## src/pag_consts.vh

```
// pag_consts.vh: offsets, field positions, reset values and timing for the aggregation register block
// assumes a 50 MHz aclk and 32-bit AXI4-Lite register access
`ifndef PAG_CONSTS_VH
`define PAG_CONSTS_VH
`define PAG_OFF_CTRL          12'h000
`define PAG_OFF_AVAIL         12'h004
`define PAG_OFF_AGGR          12'h008
`define PAG_OFF_LINK          12'h00c
`define PAG_OFF_DISC          12'h010
`define PAG_OFF_STATUS        12'h01c
`define PAG_OFF_PARAM         12'h018
`define PAG_CTRL_SUBTYPE_BIT  0
`define PAG_CTRL_MULTI_BIT    1
`define PAG_ST_LINKEN_BIT     0
`define PAG_ST_IDLE_BIT       1
`define PAG_ST_MAPOK_BIT      2
`define PAG_PAR_TDB_BIT       1
`define PAG_PAR_DISC_BIT      0
`define PAG_PAR_AGG_BIT       2
`define PAG_CTRL_RST          2'h0
`define PAG_DISC_RST          48'h000000000000
`define PAG_TIMEOUT_S         30
`define PAG_CLK_HZ            50000000
`define PAG_TIMEOUT_CYC       (`PAG_TIMEOUT_S * `PAG_CLK_HZ)
`define PAG_RESP_OKAY         2'h0
`define PAG_RESP_SLVERR       2'h2
`endif

```

## src/pag_idle_timer.v

```verilog
// pag_idle_timer.v: counts uninterrupted idle cycles, pulses when the limit is reached
// assumes idle comes from logic on aclk
module pag_idle_timer #(
  parameter LIMIT = 1500000000,
  parameter W     = 31
) (
  input  wire aclk,    // clock
  input  wire aresetn, // sync reset, active low
  input  wire idle,    // idle condition level
  output reg  expire   // one-cycle pulse at limit
);
  reg [W-1:0] cnt_r;
  always @(posedge aclk) begin
    if (!aresetn) begin
      cnt_r  <= {W{1'b0}};
      expire <= 1'b0;
    end else begin
      expire <= 1'b0;
      if (!idle) begin
        cnt_r <= {W{1'b0}};
      end else if (cnt_r == LIMIT[W-1:0] - 1'b1) begin
        cnt_r  <= cnt_r + 1'b1;
        expire <= 1'b1;
      end else if (cnt_r < LIMIT[W-1:0]) begin
        cnt_r <= cnt_r + 1'b1;
      end
    end
  end
endmodule // pag_idle_timer

```

## src/pag_regs.v

```verilog
// pag_regs.v: aggregation register bank with AXI4-Lite slave and remote atomic access port
// assumes remote access strobes come from PMA logic on aclk; pins go through two flops
`include "pag_consts.vh"
module pag_regs #(
  parameter NPME    = 8,
  parameter TIMEOUT = `PAG_TIMEOUT_CYC
) (
  input  wire            aclk,            // 50 MHz clock
  input  wire            aresetn,         // sync reset, active low
  input  wire [11:0]     s_axi_awaddr,    // write address
  input  wire            s_axi_awvalid,   // write address valid
  output wire            s_axi_awready,   // write address ready
  input  wire [31:0]     s_axi_wdata,     // write data
  input  wire [3:0]      s_axi_wstrb,     // write strobes
  input  wire            s_axi_wvalid,    // write data valid
  output wire            s_axi_wready,    // write data ready
  output reg  [1:0]      s_axi_bresp,     // write response
  output reg             s_axi_bvalid,    // write response valid
  input  wire            s_axi_bready,    // write response ready
  input  wire [11:0]     s_axi_araddr,    // read address
  input  wire            s_axi_arvalid,   // read address valid
  output wire            s_axi_arready,   // read address ready
  output reg  [31:0]     s_axi_rdata,     // read data
  output reg  [1:0]      s_axi_rresp,     // read response
  output reg             s_axi_rvalid,    // read data valid
  input  wire            s_axi_rready,    // read data ready
  input  wire            rem_req,         // remote access request, rising edge starts access
  input  wire            rem_wr,          // remote access is write
  input  wire [11:0]     rem_addr,        // remote access address
  input  wire [31:0]     rem_wdata,       // remote write data
  output reg  [31:0]     rem_rdata,       // remote read data
  output reg             rem_ack,         // remote access done pulse
  input  wire [NPME-1:0] link_state,      // per-entity link up, from pins
  output reg  [NPME-1:0] pmd_link_en,     // per-entity link enable
  output reg  [7:0]      standard_parameter_bit // advertised parameter bits
);
  localparam TW = 31;

  reg            rq_s1_r, rq_s2_r, rq_s3_r;
  reg [NPME-1:0] lk_s1_r, lk_s2_r;
  reg [1:0]      ctrl_r;
  reg [NPME-1:0] avail_r, aggr_r;
  reg [47:0]     disc_r;
  reg            aw_hold_r, w_hold_r;
  reg [11:0]     aw_addr_r;
  reg [31:0]     w_data_r;
  reg [3:0]      w_strb_r;
  wire           customer_side_subtype = ctrl_r[`PAG_CTRL_SUBTYPE_BIT];
  wire           multi_ok = ctrl_r[`PAG_CTRL_MULTI_BIT];
  wire           idle = ((lk_s2_r & aggr_r) == {NPME{1'b0}});
  wire           expire;
  wire           map_ok;
  wire           rem_go = rq_s2_r & ~rq_s3_r;
  wire           axi_wr_go = aw_hold_r & w_hold_r & ~s_axi_bvalid;
  wire           wr_go;
  wire [11:0]    wr_addr;
  wire [31:0]    wr_data;
  wire [3:0]     wr_strb;

  // remote access wins the write port; a pending bus write simply waits one cycle
  assign wr_go   = (rem_go & rem_wr) | axi_wr_go;
  assign wr_addr = (rem_go & rem_wr) ? rem_addr : aw_addr_r;
  assign wr_data = (rem_go & rem_wr) ? rem_wdata : w_data_r;
  assign wr_strb = (rem_go & rem_wr) ? 4'hf : w_strb_r;

  function onehot;
    input [NPME-1:0] v;
    integer i;
    reg [7:0] n;
    begin
      n = 8'h00;
      for (i = 0; i < NPME; i = i + 1)
        n = n + {7'h00, v[i]};
      onehot = (n == 8'h01);
    end
  endfunction

  function [31:0] merge;
    input [31:0] old;
    input [31:0] nw;
    input [3:0]  st;
    integer b;
    begin
      merge = old;
      for (b = 0; b < 4; b = b + 1)
        if (st[b]) merge[b*8 +: 8] = nw[b*8 +: 8];
    end
  endfunction

  // merged images of each writable register but the low discovery word, cut to its width where stored
  wire [31:0]    ctrl_m  = merge({30'h0, ctrl_r}, wr_data, wr_strb);
  wire [31:0]    avail_m = merge({{(32-NPME){1'b0}}, avail_r}, wr_data, wr_strb);
  wire [31:0]    aggr_m  = merge({{(32-NPME){1'b0}}, aggr_r}, wr_data, wr_strb);
  wire [31:0]    dhi_m   = merge({16'h0, disc_r[47:32]}, wr_data, wr_strb);

  function [31:0] rd_mux;
    input [11:0] a;
    begin
      case (a)
        `PAG_OFF_CTRL:   rd_mux = {30'h0, ctrl_r};
        `PAG_OFF_AVAIL:  rd_mux = {{(32-NPME){1'b0}}, avail_r};
        `PAG_OFF_AGGR:   rd_mux = {{(32-NPME){1'b0}}, aggr_r};
        `PAG_OFF_LINK:   rd_mux = {{(32-NPME){1'b0}}, lk_s2_r};
        `PAG_OFF_DISC:   rd_mux = disc_r[31:0];
        `PAG_OFF_DISC + 12'h004: rd_mux = {16'h0, disc_r[47:32]};
        `PAG_OFF_STATUS: rd_mux = {29'h0, map_ok, idle, |pmd_link_en};
        `PAG_OFF_PARAM:  rd_mux = {24'h0, standard_parameter_bit};
        default:         rd_mux = 32'h0;
      endcase
    end
  endfunction

  function mapped;
    input [11:0] a;
    begin
      mapped = (a == `PAG_OFF_CTRL) || (a == `PAG_OFF_AVAIL) || (a == `PAG_OFF_AGGR) ||
               (a == `PAG_OFF_LINK) || (a == `PAG_OFF_DISC) || (a == `PAG_OFF_DISC + 12'h004) ||
               (a == `PAG_OFF_STATUS) || (a == `PAG_OFF_PARAM);
    end
  endfunction

  // a single-entity device must show one availability bit; a multi device needs at least one
  assign map_ok = multi_ok ? (avail_r != {NPME{1'b0}}) : onehot(avail_r);

  pag_idle_timer #(.LIMIT(TIMEOUT), .W(TW)) u_timer (
    .aclk    (aclk),
    .aresetn (aresetn),
    .idle    (idle),
    .expire  (expire)
  );

  always @(posedge aclk) begin
    if (!aresetn) begin
      rq_s1_r <= 1'b0;
      rq_s2_r <= 1'b0;
      rq_s3_r <= 1'b0;
      lk_s1_r <= {NPME{1'b0}};
      lk_s2_r <= {NPME{1'b0}};
    end else begin
      rq_s1_r <= rem_req;
      rq_s2_r <= rq_s1_r;
      rq_s3_r <= rq_s2_r;
      lk_s1_r <= link_state;
      lk_s2_r <= lk_s1_r;
    end
  end

  // register writes
  always @(posedge aclk) begin
    if (!aresetn) begin
      ctrl_r  <= `PAG_CTRL_RST;
      avail_r <= {{(NPME-1){1'b0}}, 1'b1};
      aggr_r  <= {NPME{1'b0}};
      disc_r  <= `PAG_DISC_RST;
    end else begin
      if (wr_go) begin
        case (wr_addr)
          `PAG_OFF_CTRL:  ctrl_r  <= ctrl_m[1:0];
          `PAG_OFF_AVAIL: begin
            // single-entity unit refuses a map that is not one-hot; clearing the
            // multi bit later does not trim an existing map, software rewrites it
            if (multi_ok || onehot(avail_m[NPME-1:0]))
              avail_r <= avail_m[NPME-1:0];
          end
          `PAG_OFF_AGGR:  aggr_r  <= aggr_m[NPME-1:0];
          `PAG_OFF_DISC:  disc_r[31:0] <= merge(disc_r[31:0], wr_data, wr_strb);
          `PAG_OFF_DISC + 12'h004: disc_r[47:32] <= dhi_m[15:0];
          default: ;
        endcase
      end
      // timeout clear wins over a same-cycle write
      if (expire)
        disc_r <= `PAG_DISC_RST;
    end
  end

  // link enables and advertised parameter bits
  always @(posedge aclk) begin
    if (!aresetn) begin
      pmd_link_en            <= {NPME{1'b0}};
      standard_parameter_bit <= 8'h00;
    end else begin
      pmd_link_en <= (customer_side_subtype && !onehot(avail_r)) ? {NPME{1'b0}} : avail_r;
      standard_parameter_bit <= 8'h00;
      standard_parameter_bit[`PAG_PAR_DISC_BIT] <= |avail_r;
      standard_parameter_bit[`PAG_PAR_AGG_BIT]  <= |avail_r;
      standard_parameter_bit[`PAG_PAR_TDB_BIT]  <= 1'b0;
    end
  end

  // remote atomic access: whole-word, one cycle, no bus interleave
  always @(posedge aclk) begin
    if (!aresetn) begin
      rem_ack   <= 1'b0;
      rem_rdata <= 32'h0;
    end else begin
      rem_ack <= rem_go;
      if (rem_go && !rem_wr)
        rem_rdata <= rd_mux(rem_addr);
    end
  end

  // axi write channel
  assign s_axi_awready = ~aw_hold_r;
  assign s_axi_wready  = ~w_hold_r;
  always @(posedge aclk) begin
    if (!aresetn) begin
      aw_hold_r    <= 1'b0;
      w_hold_r     <= 1'b0;
      aw_addr_r    <= 12'h0;
      w_data_r     <= 32'h0;
      w_strb_r     <= 4'h0;
      s_axi_bvalid <= 1'b0;
      s_axi_bresp  <= `PAG_RESP_OKAY;
    end else begin
      if (s_axi_awvalid && !aw_hold_r) begin
        aw_hold_r <= 1'b1;
        aw_addr_r <= {s_axi_awaddr[11:2], 2'b00};
      end
      if (s_axi_wvalid && !w_hold_r) begin
        w_hold_r <= 1'b1;
        w_data_r <= s_axi_wdata;
        w_strb_r <= s_axi_wstrb;
      end
      if (axi_wr_go && !(rem_go && rem_wr)) begin
        aw_hold_r    <= 1'b0;
        w_hold_r     <= 1'b0;
        s_axi_bvalid <= 1'b1;
        s_axi_bresp  <= mapped(aw_addr_r) ? `PAG_RESP_OKAY : `PAG_RESP_SLVERR;
      end else if (s_axi_bvalid && s_axi_bready) begin
        s_axi_bvalid <= 1'b0;
      end
    end
  end

  // axi read channel
  assign s_axi_arready = ~s_axi_rvalid;
  always @(posedge aclk) begin
    if (!aresetn) begin
      s_axi_rvalid <= 1'b0;
      s_axi_rdata  <= 32'h0;
      s_axi_rresp  <= `PAG_RESP_OKAY;
    end else if (s_axi_arvalid && !s_axi_rvalid) begin
      s_axi_rvalid <= 1'b1;
      s_axi_rdata  <= rd_mux({s_axi_araddr[11:2], 2'b00});
      s_axi_rresp  <= mapped({s_axi_araddr[11:2], 2'b00}) ? `PAG_RESP_OKAY : `PAG_RESP_SLVERR;
    end else if (s_axi_rready) begin
      s_axi_rvalid <= 1'b0;
    end
  end
endmodule // pag_regs

```

## config.mk

```make
export PLATFORM = sky130hd
export DESIGN_NAME = pag_regs
export DESIGN_NICKNAME = d
export VERILOG_FILES = /design/src/pag_idle_timer.v /design/src/pag_regs.v
export VERILOG_INCLUDE_DIRS = /design/src
export SDC_FILE = /design/constraint.sdc
export NUM_CORES = 1
export LEC_CHECK = 0
export BUFFER_PORTS_ARGS = -buffer_cell sky130_fd_sc_hd__clkbuf_2
export CAP_MARGIN = 30
export CORE_ASPECT_RATIO = 0.75
export CORE_MARGIN = 2
export CORE_UTILIZATION = 40
export CTS_CLUSTER_SIZE = 28
export DETAILED_ROUTE_END_ITERATION = 10
export HOLD_SLACK_MARGIN = 0.05
export SLEW_MARGIN = 40
export SYNTH_ARGS = -nofsm -noshare
export SYNTH_HDL_FRONTEND = slang
export SYNTH_SLANG_ARGS = --single-unit
export TNS_END_PERCENT = 50
```

## constraint.sdc

```tcl
create_clock -name aclk -period 6.25 [get_ports aclk]
set_clock_uncertainty 0.1 [all_clocks]
set_input_delay 1.875 -clock aclk [delete_from_list [all_inputs] [get_ports aclk]]
set_output_delay 1.875 -clock aclk [all_outputs]
set_load 0.02 [all_outputs]
```

# After elaboration in Yosys (flattened, before gate mapping)
# Cells that the tools add are included.
dict set report op_classes {
  reduce_logical 53
  mul 0
  bitwise 12
  magnitude_cmp 1
  addsub 15
  eq_ne 28
  n_shift 0
  mux 16
  div_mod_pow 0
}
# operator n
set ops {}
lappend ops {{$pmux W32 S8} 2}
lappend ops {{$eq A10 B3 Y1 const B} 8}
lappend ops {{$eq A12 B5 Y1 const B} 6}
lappend ops {{$mux W31} 2}
lappend ops {{$eq A10 B2 Y1 const B} 4}
lappend ops {{$eq A12 B4 Y1 const B} 3}
lappend ops {{$logic_not A12 Y1} 3}
lappend ops {{$mux W32} 1}
lappend ops {{$add A31 B1 Y31 const B} 1}
lappend ops {{$eq A31 B31 Y1 const B} 1}
lappend ops {{$lt A31 B31 Y1 const B} 1}
lappend ops {{$reduce_and A3 Y1} 9}
lappend ops {{$eq A12 B3 Y1 const B} 2}
lappend ops {{$eq A10 B1 Y1 const B} 2}
lappend ops {{$add A7 B1 Y8} 2}
lappend ops {{$eq A8 B1 Y1 const B} 2}
lappend ops {{$reduce_or A8 Y1} 2}
lappend ops {{$logic_or A1 B1 Y1} 15}
lappend ops {{$add A6 B1 Y7} 2}
lappend ops {{$add A5 B1 Y6} 2}
lappend ops {{$mux W12} 1}
lappend ops {{$add A4 B1 Y5} 2}
lappend ops {{$logic_not A10 Y1} 1}
lappend ops {{$add A3 B1 Y4} 2}
lappend ops {{17 further kinds} 49}
dict set report word_totals {
  mem_bits_rw 0
  elab_cells 156
  regBits 251
  mem_bits_ro 0
  memories 0
  output_inout_bits 90
  latchBits 0
  input_bits 121
}

# Longest topological paths before layout
# Gate-level depths: netlist (run 1).
dict set report depth {
  depth_word 15
  depth_mapped 19
  depth_no_buf 17
}

# Hierarchy
# Synthesis (run 1) repeated with hierarchy kept, for this count alone.
dict set report hier_totals {
  cells_unflattened 1338
  area_unflattened_um2 11479.8
}
# mod instances area_per_inst_um2 seq_area_each_um2 cells_per_inst
set by_module_without_submodules {}
lappend by_module_without_submodules {pag_regs 1 9655.5 4224.1 1122}
lappend by_module_without_submodules {pag_idle_timer 1 1824.2 640.6 216}

# Least setup slack after synthesis (run 1)
# Ideal clock, no wire load.
dict set report synth_path {
  path_kind {in2reg}
  start {input port rem_wr}
  end {register avail_r[1]}
  arrival_ns 6.416
  path_stages 19
  n_path_buf 3
  path_slack_ns -0.396
  cell_sequence {and3b_1 > clkbuf_1 > buf_2 > buf_2 > mux2i_1 > a21oi_1 > fa_1 > inv_1 > fa_1 > fa_1 > inv_1 > ha_1 > inv_1 > fa_1 > nand2_1 > a2111oi_0 > o32a_1 > nand2_1 > mux2i_1}
}
dict set report synth_between {
  elab_chain_len 13
  word_cells_on_any_way 17
  classes_between {add/sub (7); eq/ne (2); mux (4); bitwise (2); reduce/logical (2)}
}
# element line_no
set synth_lines {}
lappend synth_lines {{from (decl)} pag_regs.v:28} ;# input wire rem_wr,
lappend synth_lines {{$and A1 B1 Y1 (*)} {pag_regs.v:63, pag_regs.v:64}}
lappend synth_lines {{$mux W32 or $mux W4 (tied branches)} {pag_regs.v:63, pag_regs.v:64}}
lappend synth_lines {{$mux W8 (*)} pag_regs.v:86} ;# if (st[b]) merge[b*8 +: 8] = nw[b*8 +: 8];
lappend synth_lines {{named net avail_m[1]} pag_regs.v:92} ;# wire [31:0] avail_m = merge({{(32-NPME){1'b0}}, avail_r}, wr_data, wr_strb);
lappend synth_lines {{$add A1 B1 Y2} pag_regs.v:73} ;# n = n + {7'h00, v[i]};
lappend synth_lines {{$add A2 B1 Y3} pag_regs.v:73}
lappend synth_lines {{$add A3 B1 Y4} pag_regs.v:73}
lappend synth_lines {{$add A4 B1 Y5} pag_regs.v:73}
lappend synth_lines {{$add A5 B1 Y6} pag_regs.v:73}
lappend synth_lines {{$add A6 B1 Y7} pag_regs.v:73}
lappend synth_lines {{$add A7 B1 Y8} pag_regs.v:73}
lappend synth_lines {{$eq A8 B1 Y1} pag_regs.v:74} ;# onehot = (n == 8'h01);
lappend synth_lines {{$logic_or A1 B1 Y1} pag_regs.v:162} ;# if (multi_ok || onehot(avail_m[NPME-1:0]))
lappend synth_lines {{$reduce_and A3 Y1 (no source line)} n/a}
lappend synth_lines {{to (signal assigned)} pag_regs.v:152} ;# avail_r <= {{(NPME-1){1'b0}}, 1'b1};
lappend synth_lines {{to (signal assigned)} pag_regs.v:163} ;# avail_r <= avail_m[NPME-1:0];
lappend synth_lines {{to (decl)} pag_regs.v:42} ;# reg [NPME-1:0] avail_r, aggr_r;
# Mark *: on every way through the listed nets, which the timed path passes. The rest lies on a longest branch.
# A chain may end at the register's enable or synchronous reset.

# Worst setup path in the final report (run 1)
dict set report layout_path {
  start {input port rem_wr}
  end {register avail_r[0]}
}
# The elaborated chain is that of the path after synthesis.

==> flow_metrics.py, run 1 <==
metrics = {
    "global_route": {
        "grt_max_degree": 90,
        "track_usage_pct": 23.1,
        "grt.overflow.total": 0,
        "grt_pass1_vias": 9127,
        "grt_pass1_wl_mm": 52.5,
        "antenna_found_initial": 1,
    },
    "finish": {
        "fin_cells": 1808,
        "num-fill-cells": 2640,
        "final_layout_size_suffix_gt1_share_pct": 22.6,
        "regArea_um2": 4860,
        "diodes": 0,
        "multi_input_area_um2": 5660,
        "layout.nets": 1576,
        "fin_util_pct": 49.4,
        "syn_to_final_growth_pct": 21.3,
    },
    "routing": {
        "drc": 0,
        "antenna_left": 0,
        "initialDrtViolationCount": 917,
        "drt_first_pass_iters": 8,
        "avgViaCountPerCell": 5.45,
        "drt-total-wl_mm": 33.8,
        "wl_per_cell_um": 18.7,
        "via_count": 9860,
    },
    "floorplan": {
        "coreArea_um2": 27000,
        "die_h_um": 148,
        "num_io_pins": 211,
        "dieArea_um2": 28900,
        "initial_core_util_pct": 40.8,
        "die_w_um": 196,
        "core.rowCount": 52,
    },
    "critical_path": {
        "worstSetupEndpointType": "flop",
        "ff2ff_setup_slack_ns": 1.48,
        "reg2reg_depth": 16,
        "crit_fanout": 7,
        "critPathLaunchType": "input port",
        "r2r_start": "rq_s3_r",
        "crit_arrival_ns": 6.07,
        "critPathKind": "in -> reg",
        "worstReg2RegEnd": "avail_r[0]",
        "crit_required_ns": 6.56,
    },
    "clock_tree": {
        "ctsHoldBuffers": 0,
        "cts_sinks": 243,
        "cts_tree": "yes",
        "clk_path_buf_depth": 3,
        "htreeDepth": 1,
        "post_cts_resized": 0,
        "cts_made_buffers": 25,
        "cts_setup_buffers": 0,
        "clock-root-buffer": "clkbuf_16",
        "clk_pin_slew_ns": 0.06,
        "insertion_delay_ns": 0.54,
    },
    "synthesis": {
        "synth_edf_count": 0,
        "synth_area_per_cell_um2": 8.72,
        "synthArstFlopShare_pct": 0,
        "syn_area_um2": 11000,
        "synthCells": 1262,
        "synth_warnings": 0,
        "ys_ff_latch": 243,
        "yosysSeqAreaShare_pct": 44.2,
        "synth.distinct_cells": 74,
        "synth_ff_type": "dfxtp_1",
    },
    "place": {
        "routabilityCongestion": 0.890,
        "io_buffers": 198,
        "place_ws_ns": -0.0503,
        "dp_cells": 1762,
        "hpwl_mm": 25.1,
    },
    "timing": {
        "post-route-min-period_ns": 5.77,
        "final.setup.tns_ns": 0,
        "maxSlewViolCount": 0,
        "finalSetupViolations": 0,
        "rsz0062_at_grt": "no",
        "hold_violations": 0,
        "post-route-period-util_pct": 92.2,
        "max_freq_mhz": 173,
        "postLayoutSetupSlackWorst_ns": 0.485,
        "relSlewSlack_pct": 46.1,
        "worst_pin_slew_ns": 0.801,
        "worst_hold_slack_ns": 0.332,
    },
    "min_path": {
        "hold_path_class": "reg -> reg",
        "hold_path_startpoint": "lk_s1_r[5]",
        "min_delay_path_depth": 1,
        "hold_end": "lk_s2_r[5]",
    },
    "outcome": {
        "status": "finished clean",
    },
    "power_and_ir_drop": {
        "peakVddDrop_uv": 186,
        "p_leak_nw": 5.01,
        "power_density_nw_per_um2": 272,
    },
    "run": {
        "cap_violations": 0,
    },
}
report_power, final:
part / switching, mW / internal (mW) / total, mW
combinational: 0.184 / 0.103 / 0.287
clock: 0.640 / 1.10 / 1.74
sequential: 0.0238 / 1.58 / 1.60
total: 0.848 / 2.78 / 3.63
worst max-delay path, stage by stage:
cell and delay (ns):
clkbuf_2 0.09, and3b_2 0.33, mux2i_1 0.27, a21oi_1 0.15
fa_1 0.56, inv_1 0.05, fa_1 0.49, fa_1 0.41
inv_1 0.07, ha_1 0.17, inv_1 0.06, fa_1 0.48
nand2_1 0.07, a2111oi_1 0.33, o32a_1 0.27, a21oi_1 0.09
a311o_1 0.32
sequential cells by signal (all words and copies together) (netlist names), 2 cells and up:
register,flops
aggr_r,8
avail_r,8
aw_addr_r,10
ctrl_r,2
disc_r,48
lk_s1_r,8
lk_s2_r,8
pmd_link_en,8
rem_rdata,32
s_axi_rdata,32
u_timer.cnt_r,31
w_data_r,32
w_strb_r,4
layout by cell type (no fill, tap or decap), types with 21 or more instances in the layout:
master,instances
nand2_1,174
clkbuf_2,198
and2_1,23
mux2i_1,57
o21ai_0,39
a22oi_1,38
inv_1,41
a21oi_1,112
dfxtp_1,243
or3_1,21
buf_4,30
a211oi_1,44
nor2_1,116
clkbuf_16,25
nand3_1,35
layout make-up:
class	count	area share, %
Sequential cell	243	36.4
Multi-Input combinational cell	895	42.4
Tap cell	351	3.29
Timing Repair Buffer	232	9.47
Clock inverter	16	2.17
Inverter	42	1.19
Clock buffer	29	5.02
metal layers:
| metal | vias up | GRT usage (%) | routed length, um |
|---|---|---|---|
| met5 | - | 0 | 0 |
| met4 | 0 | 4.58 | 560 |
| met3 | 35 | 4.45 | 2480 |
| met2 | 315 | 31.9 | 13400 |
| met1 | 4657 | 36.7 | 17400 |
| li1 | 4853 | - | - |
cells by family after synthesis:
kind of cell             after synthesis  synth area share [%]
multiplexers                          74                  7.12
AND/OR/NAND/NOR                      467                  20.0
adder cells (fa/ha/maj)               16                  2.37
other                                  1                0.0341
buffers and inverters                131                  5.30
flip-flops                           243                  44.2
AO/OA/AOI/OAI                        326                  20.7
XOR/XNOR                               4                 0.318
synth_stat cells (7+ instances only):
cell | n | area share [%]
buf_4 | 9 | 0.61
a2bb2oi_1 | 8 | 0.64
a32oi_1 | 9 | 0.72
a211oi_1 | 44 | 3.0
buf_1 | 7 | 0.24
mux2i_1 | 58 | 5.3
nor2b_1 | 7 | 0.40
or4_1 | 13 | 0.89
a22oi_1 | 38 | 2.6
ha_1 | 8 | 0.91
mux2_2 | 14 | 1.4
nand2b_1 | 8 | 0.45
o21ai_0 | 39 | 1.8
fa_1 | 8 | 1.5
nand2_1 | 175 | 6.0
o211ai_1 | 13 | 0.89
or3_1 | 21 | 1.2
buf_6 | 7 | 0.72
inv_1 | 42 | 1.4
nor3_1 | 11 | 0.50
nand4_1 | 11 | 0.63
clkbuf_1 | 62 | 2.1
nor2_1 | 117 | 4.0
dfxtp_1 | 243 | 44
and2_1 | 23 | 1.3
nor4_1 | 15 | 0.85
nand3_1 | 35 | 1.6
a21oi_1 | 113 | 5.1
per-stage QoR:
| stage | power, mW | instance area, um^2 |
|---|---|---|
| global placement | 1.92 | 12300 |
| CTS | 3.65 | 13300 |
| finish | 3.63 | 13400 |
| detailed placement | 1.92 | 12400 |
| global route | 3.75 | 13400 |
| floorplan | 1.81 | 11000 |
worst max path at each step:
stage	start	end	slack, ns	cells past startpoint
5_1_grt	rem_wr	avail_r[0]	0.22	17
2_1_floorplan	rem_wr	avail_r[0]	0.008	19
6_report	rem_wr	avail_r[0]	0.48	17
3_3_place_gp	rem_wr	avail_r[0]	0.04	17
3_5_place_dp	rem_wr	avail_r[0]	-0.05	17
4_1_cts	rem_wr	avail_r[0]	0.50	17
(Power assumes the default switching activity.)
==> run 2: changes to the inputs <==
Settings changed: CTS_BUF_LIST from default to sky130_fd_sc_hd__clkbuf_8.
==> run 2 against run 1 <==
Against the previous run: power decreased by 11%; cell count increased by 1.2%; die area stayed put; largest cell class unchanged; worst hold slack gained 0.0015 ns; critical endpoint unchanged.
==> flow_metrics.py, run 2 (synthesized netlist as in run 1, its figures left out) <==
metrics = {
    "finish": {
        "syn_to_final_growth_pct": 19.4,
        "fin_cells": 1830,
        "multi_input_area_um2": 5660,
        "fin_util_pct": 48.6,
        "regArea_um2": 4860,
        "stdcell_area_um2": 13100,
        "final_layout_size_suffix_gt1_share_pct": 22.9,
        "num-fill-cells": 2688,
        "largest_reg_flops": 48,
        "layout.nets": 1590,
        "final_cell_mix": "dfxtp_1, clkbuf_2, nand2_1",
        "largest-register": "disc_r",
        "diodes": 0,
        "final_common_cell": "dfxtp_1",
    },
    "clock_tree": {
        "cts_setup_buffers": 0,
        "cts_tree": "yes",
        "clk_path_buf_depth": 3,
        "insertion_delay_ns": 0.57,
        "cts_made_buffers": 39,
        "post_cts_resized": 0,
        "clock-root-buffer": "clkbuf_8",
        "ctsHoldBuffers": 0,
        "clk_pin_slew_ns": 0.06,
        "htreeDepth": 2,
        "cts_sinks": 243,
    },
    "power_and_ir_drop": {
        "power_density_nw_per_um2": 245,
        "peakVddDrop_uv": 143,
        "p_leak_nw": 4.98,
    },
    "outcome": {
        "status": "finished clean",
    },
    "timing": {
        "finalSetupViolations": 0,
        "post-route-period-util_pct": 91.9,
        "maxSlewViolCount": 0,
        "relSlewSlack_pct": 47.2,
        "postLayoutSetupSlackWorst_ns": 0.505,
        "max_freq_mhz": 174,
        "rsz0062_at_grt": "no",
        "post-route-min-period_ns": 5.74,
        "hold_violations": 0,
        "worst_hold_slack_ns": 0.334,
        "worst_pin_slew_ns": 0.791,
    },
    "place": {
        "dp_cells": 1762,
        "routabilityCongestion": 0.890,
        "place_ws_ns": -0.0503,
        "post_dp_cell_area_um2": 12400,
        "io_buffers": 198,
        "hpwl_mm": 25.1,
    },
    "critical_path": {
        "critPathLaunch": "rem_wr",
        "crit_top_cell": "fa_1",
        "crit_required_ns": 6.58,
        "critPathKind": "in -> reg",
        "r2r_start": "rq_s3_r",
        "crit_fanout": 7,
        "worstPathCellList": "clkbuf_2 -> and3b_2 -> mux2i_1 -> a21oi_1 -> fa_1 -> inv_1 -> fa_1 -> fa_1 -> inv_1 -> ha_1 -> inv_1 -> fa_1 -> nand2_1 -> a2111oi_1 -> o32a_1 -> a21oi_1 -> a311o_1",
        "critPathSlowestCell": "fa_1",
        "cpPeakStageDelay_ns": 0.56,
        "critPathLaunchType": "input port",
        "worstSetupEndpointType": "flop",
        "crit_arrival_ns": 6.07,
    },
    "min_path": {
        "hold_path_startpoint": "rq_s1_r",
        "hold_path_class": "reg -> reg",
    },
    "routing": {
        "drc": 0,
        "drt_first_pass_iters": 6,
        "drt-total-wl_mm": 34.2,
        "via_count": 9989,
        "antenna_left": 0,
        "avgViaCountPerCell": 5.46,
        "wl_per_cell_um": 18.7,
        "initialDrtViolationCount": 1007,
    },
    "global_route": {
        "antenna_found_initial": 1,
        "grt_max_degree": 90,
        "grt_pass1_vias": 9322,
        "grt.overflow.total": 0,
        "grt_pass1_wl_mm": 53.1,
        "track_usage_pct": 23.6,
    },
    "floorplan": {
        "num_io_pins": 211,
        "core.rowCount": 52,
        "initial_core_util_pct": 40.8,
        "dieArea_um2": 28900,
        "die_w_um": 196,
        "die_h_um": 148,
        "coreArea_um2": 27000,
    },
    "run": {
        "cap_violations": 0,
    },
}
## run 2: final cells by class
type / count / share of cell area (%)
Multi-Input combinational cell: 895 / 43.1
Sequential cell: 243 / 37.0
Timing Repair Buffer: 232 / 9.62
Clock buffer: 48 / 5.03
Tap cell: 351 / 3.34
Inverter: 42 / 1.21
Clock inverter: 19 / 0.629
## run 2: worst paths after layout
| check | cells after the start | to | slack [ns] |
|---|---|---|---|
| max | 17 | avail_r[0] | 0.51 |
| min | 1 | rq_s2_r | 0.33 |
| max reg2reg | 16 | avail_r[0] | 1.48 |
| min reg2reg | 1 | rq_s2_r | 0.33 |
## run 2: power by group
part	leakage (nW)	internal [mW]	switching, mW	total [mW]
clock network	0.438	0.691	0.634	1.32
registers	1.97	1.58	0.0239	1.60
logic	2.57	0.103	0.184	0.287
total	4.98	2.37	0.841	3.21
## run 2: per-stage QoR
stage	TNS (ns)	total power, mW
6_report	0	3.21
5_1_grt	0	3.35
4_1_cts	0	3.25
3_5_place_dp	-0.0518	1.92
3_3_place_gp	0	1.92
2_1_floorplan	0	1.81
## run 2: critical path: cells and delay by family
| family | cells | cell delay, ns |
|---|---|---|
| AO/OA/AOI/OAI | 5 | 1.16 |
| adder cells (fa/ha/maj) | 5 | 2.11 |
| buffers and inverters | 4 | 0.27 |
| multiplexers | 1 | 0.28 |
| AND/OR/NAND/NOR | 2 | 0.39 |
## run 2: routing by layer
metal	global-route usage [%]	wire length, um	vias to the layer above
li1	-	-	4899
met1	36.4	17200	4677
met2	32.0	13300	356
met3	5.82	2940	57
met4	6.34	671	0
met5	0	0	-
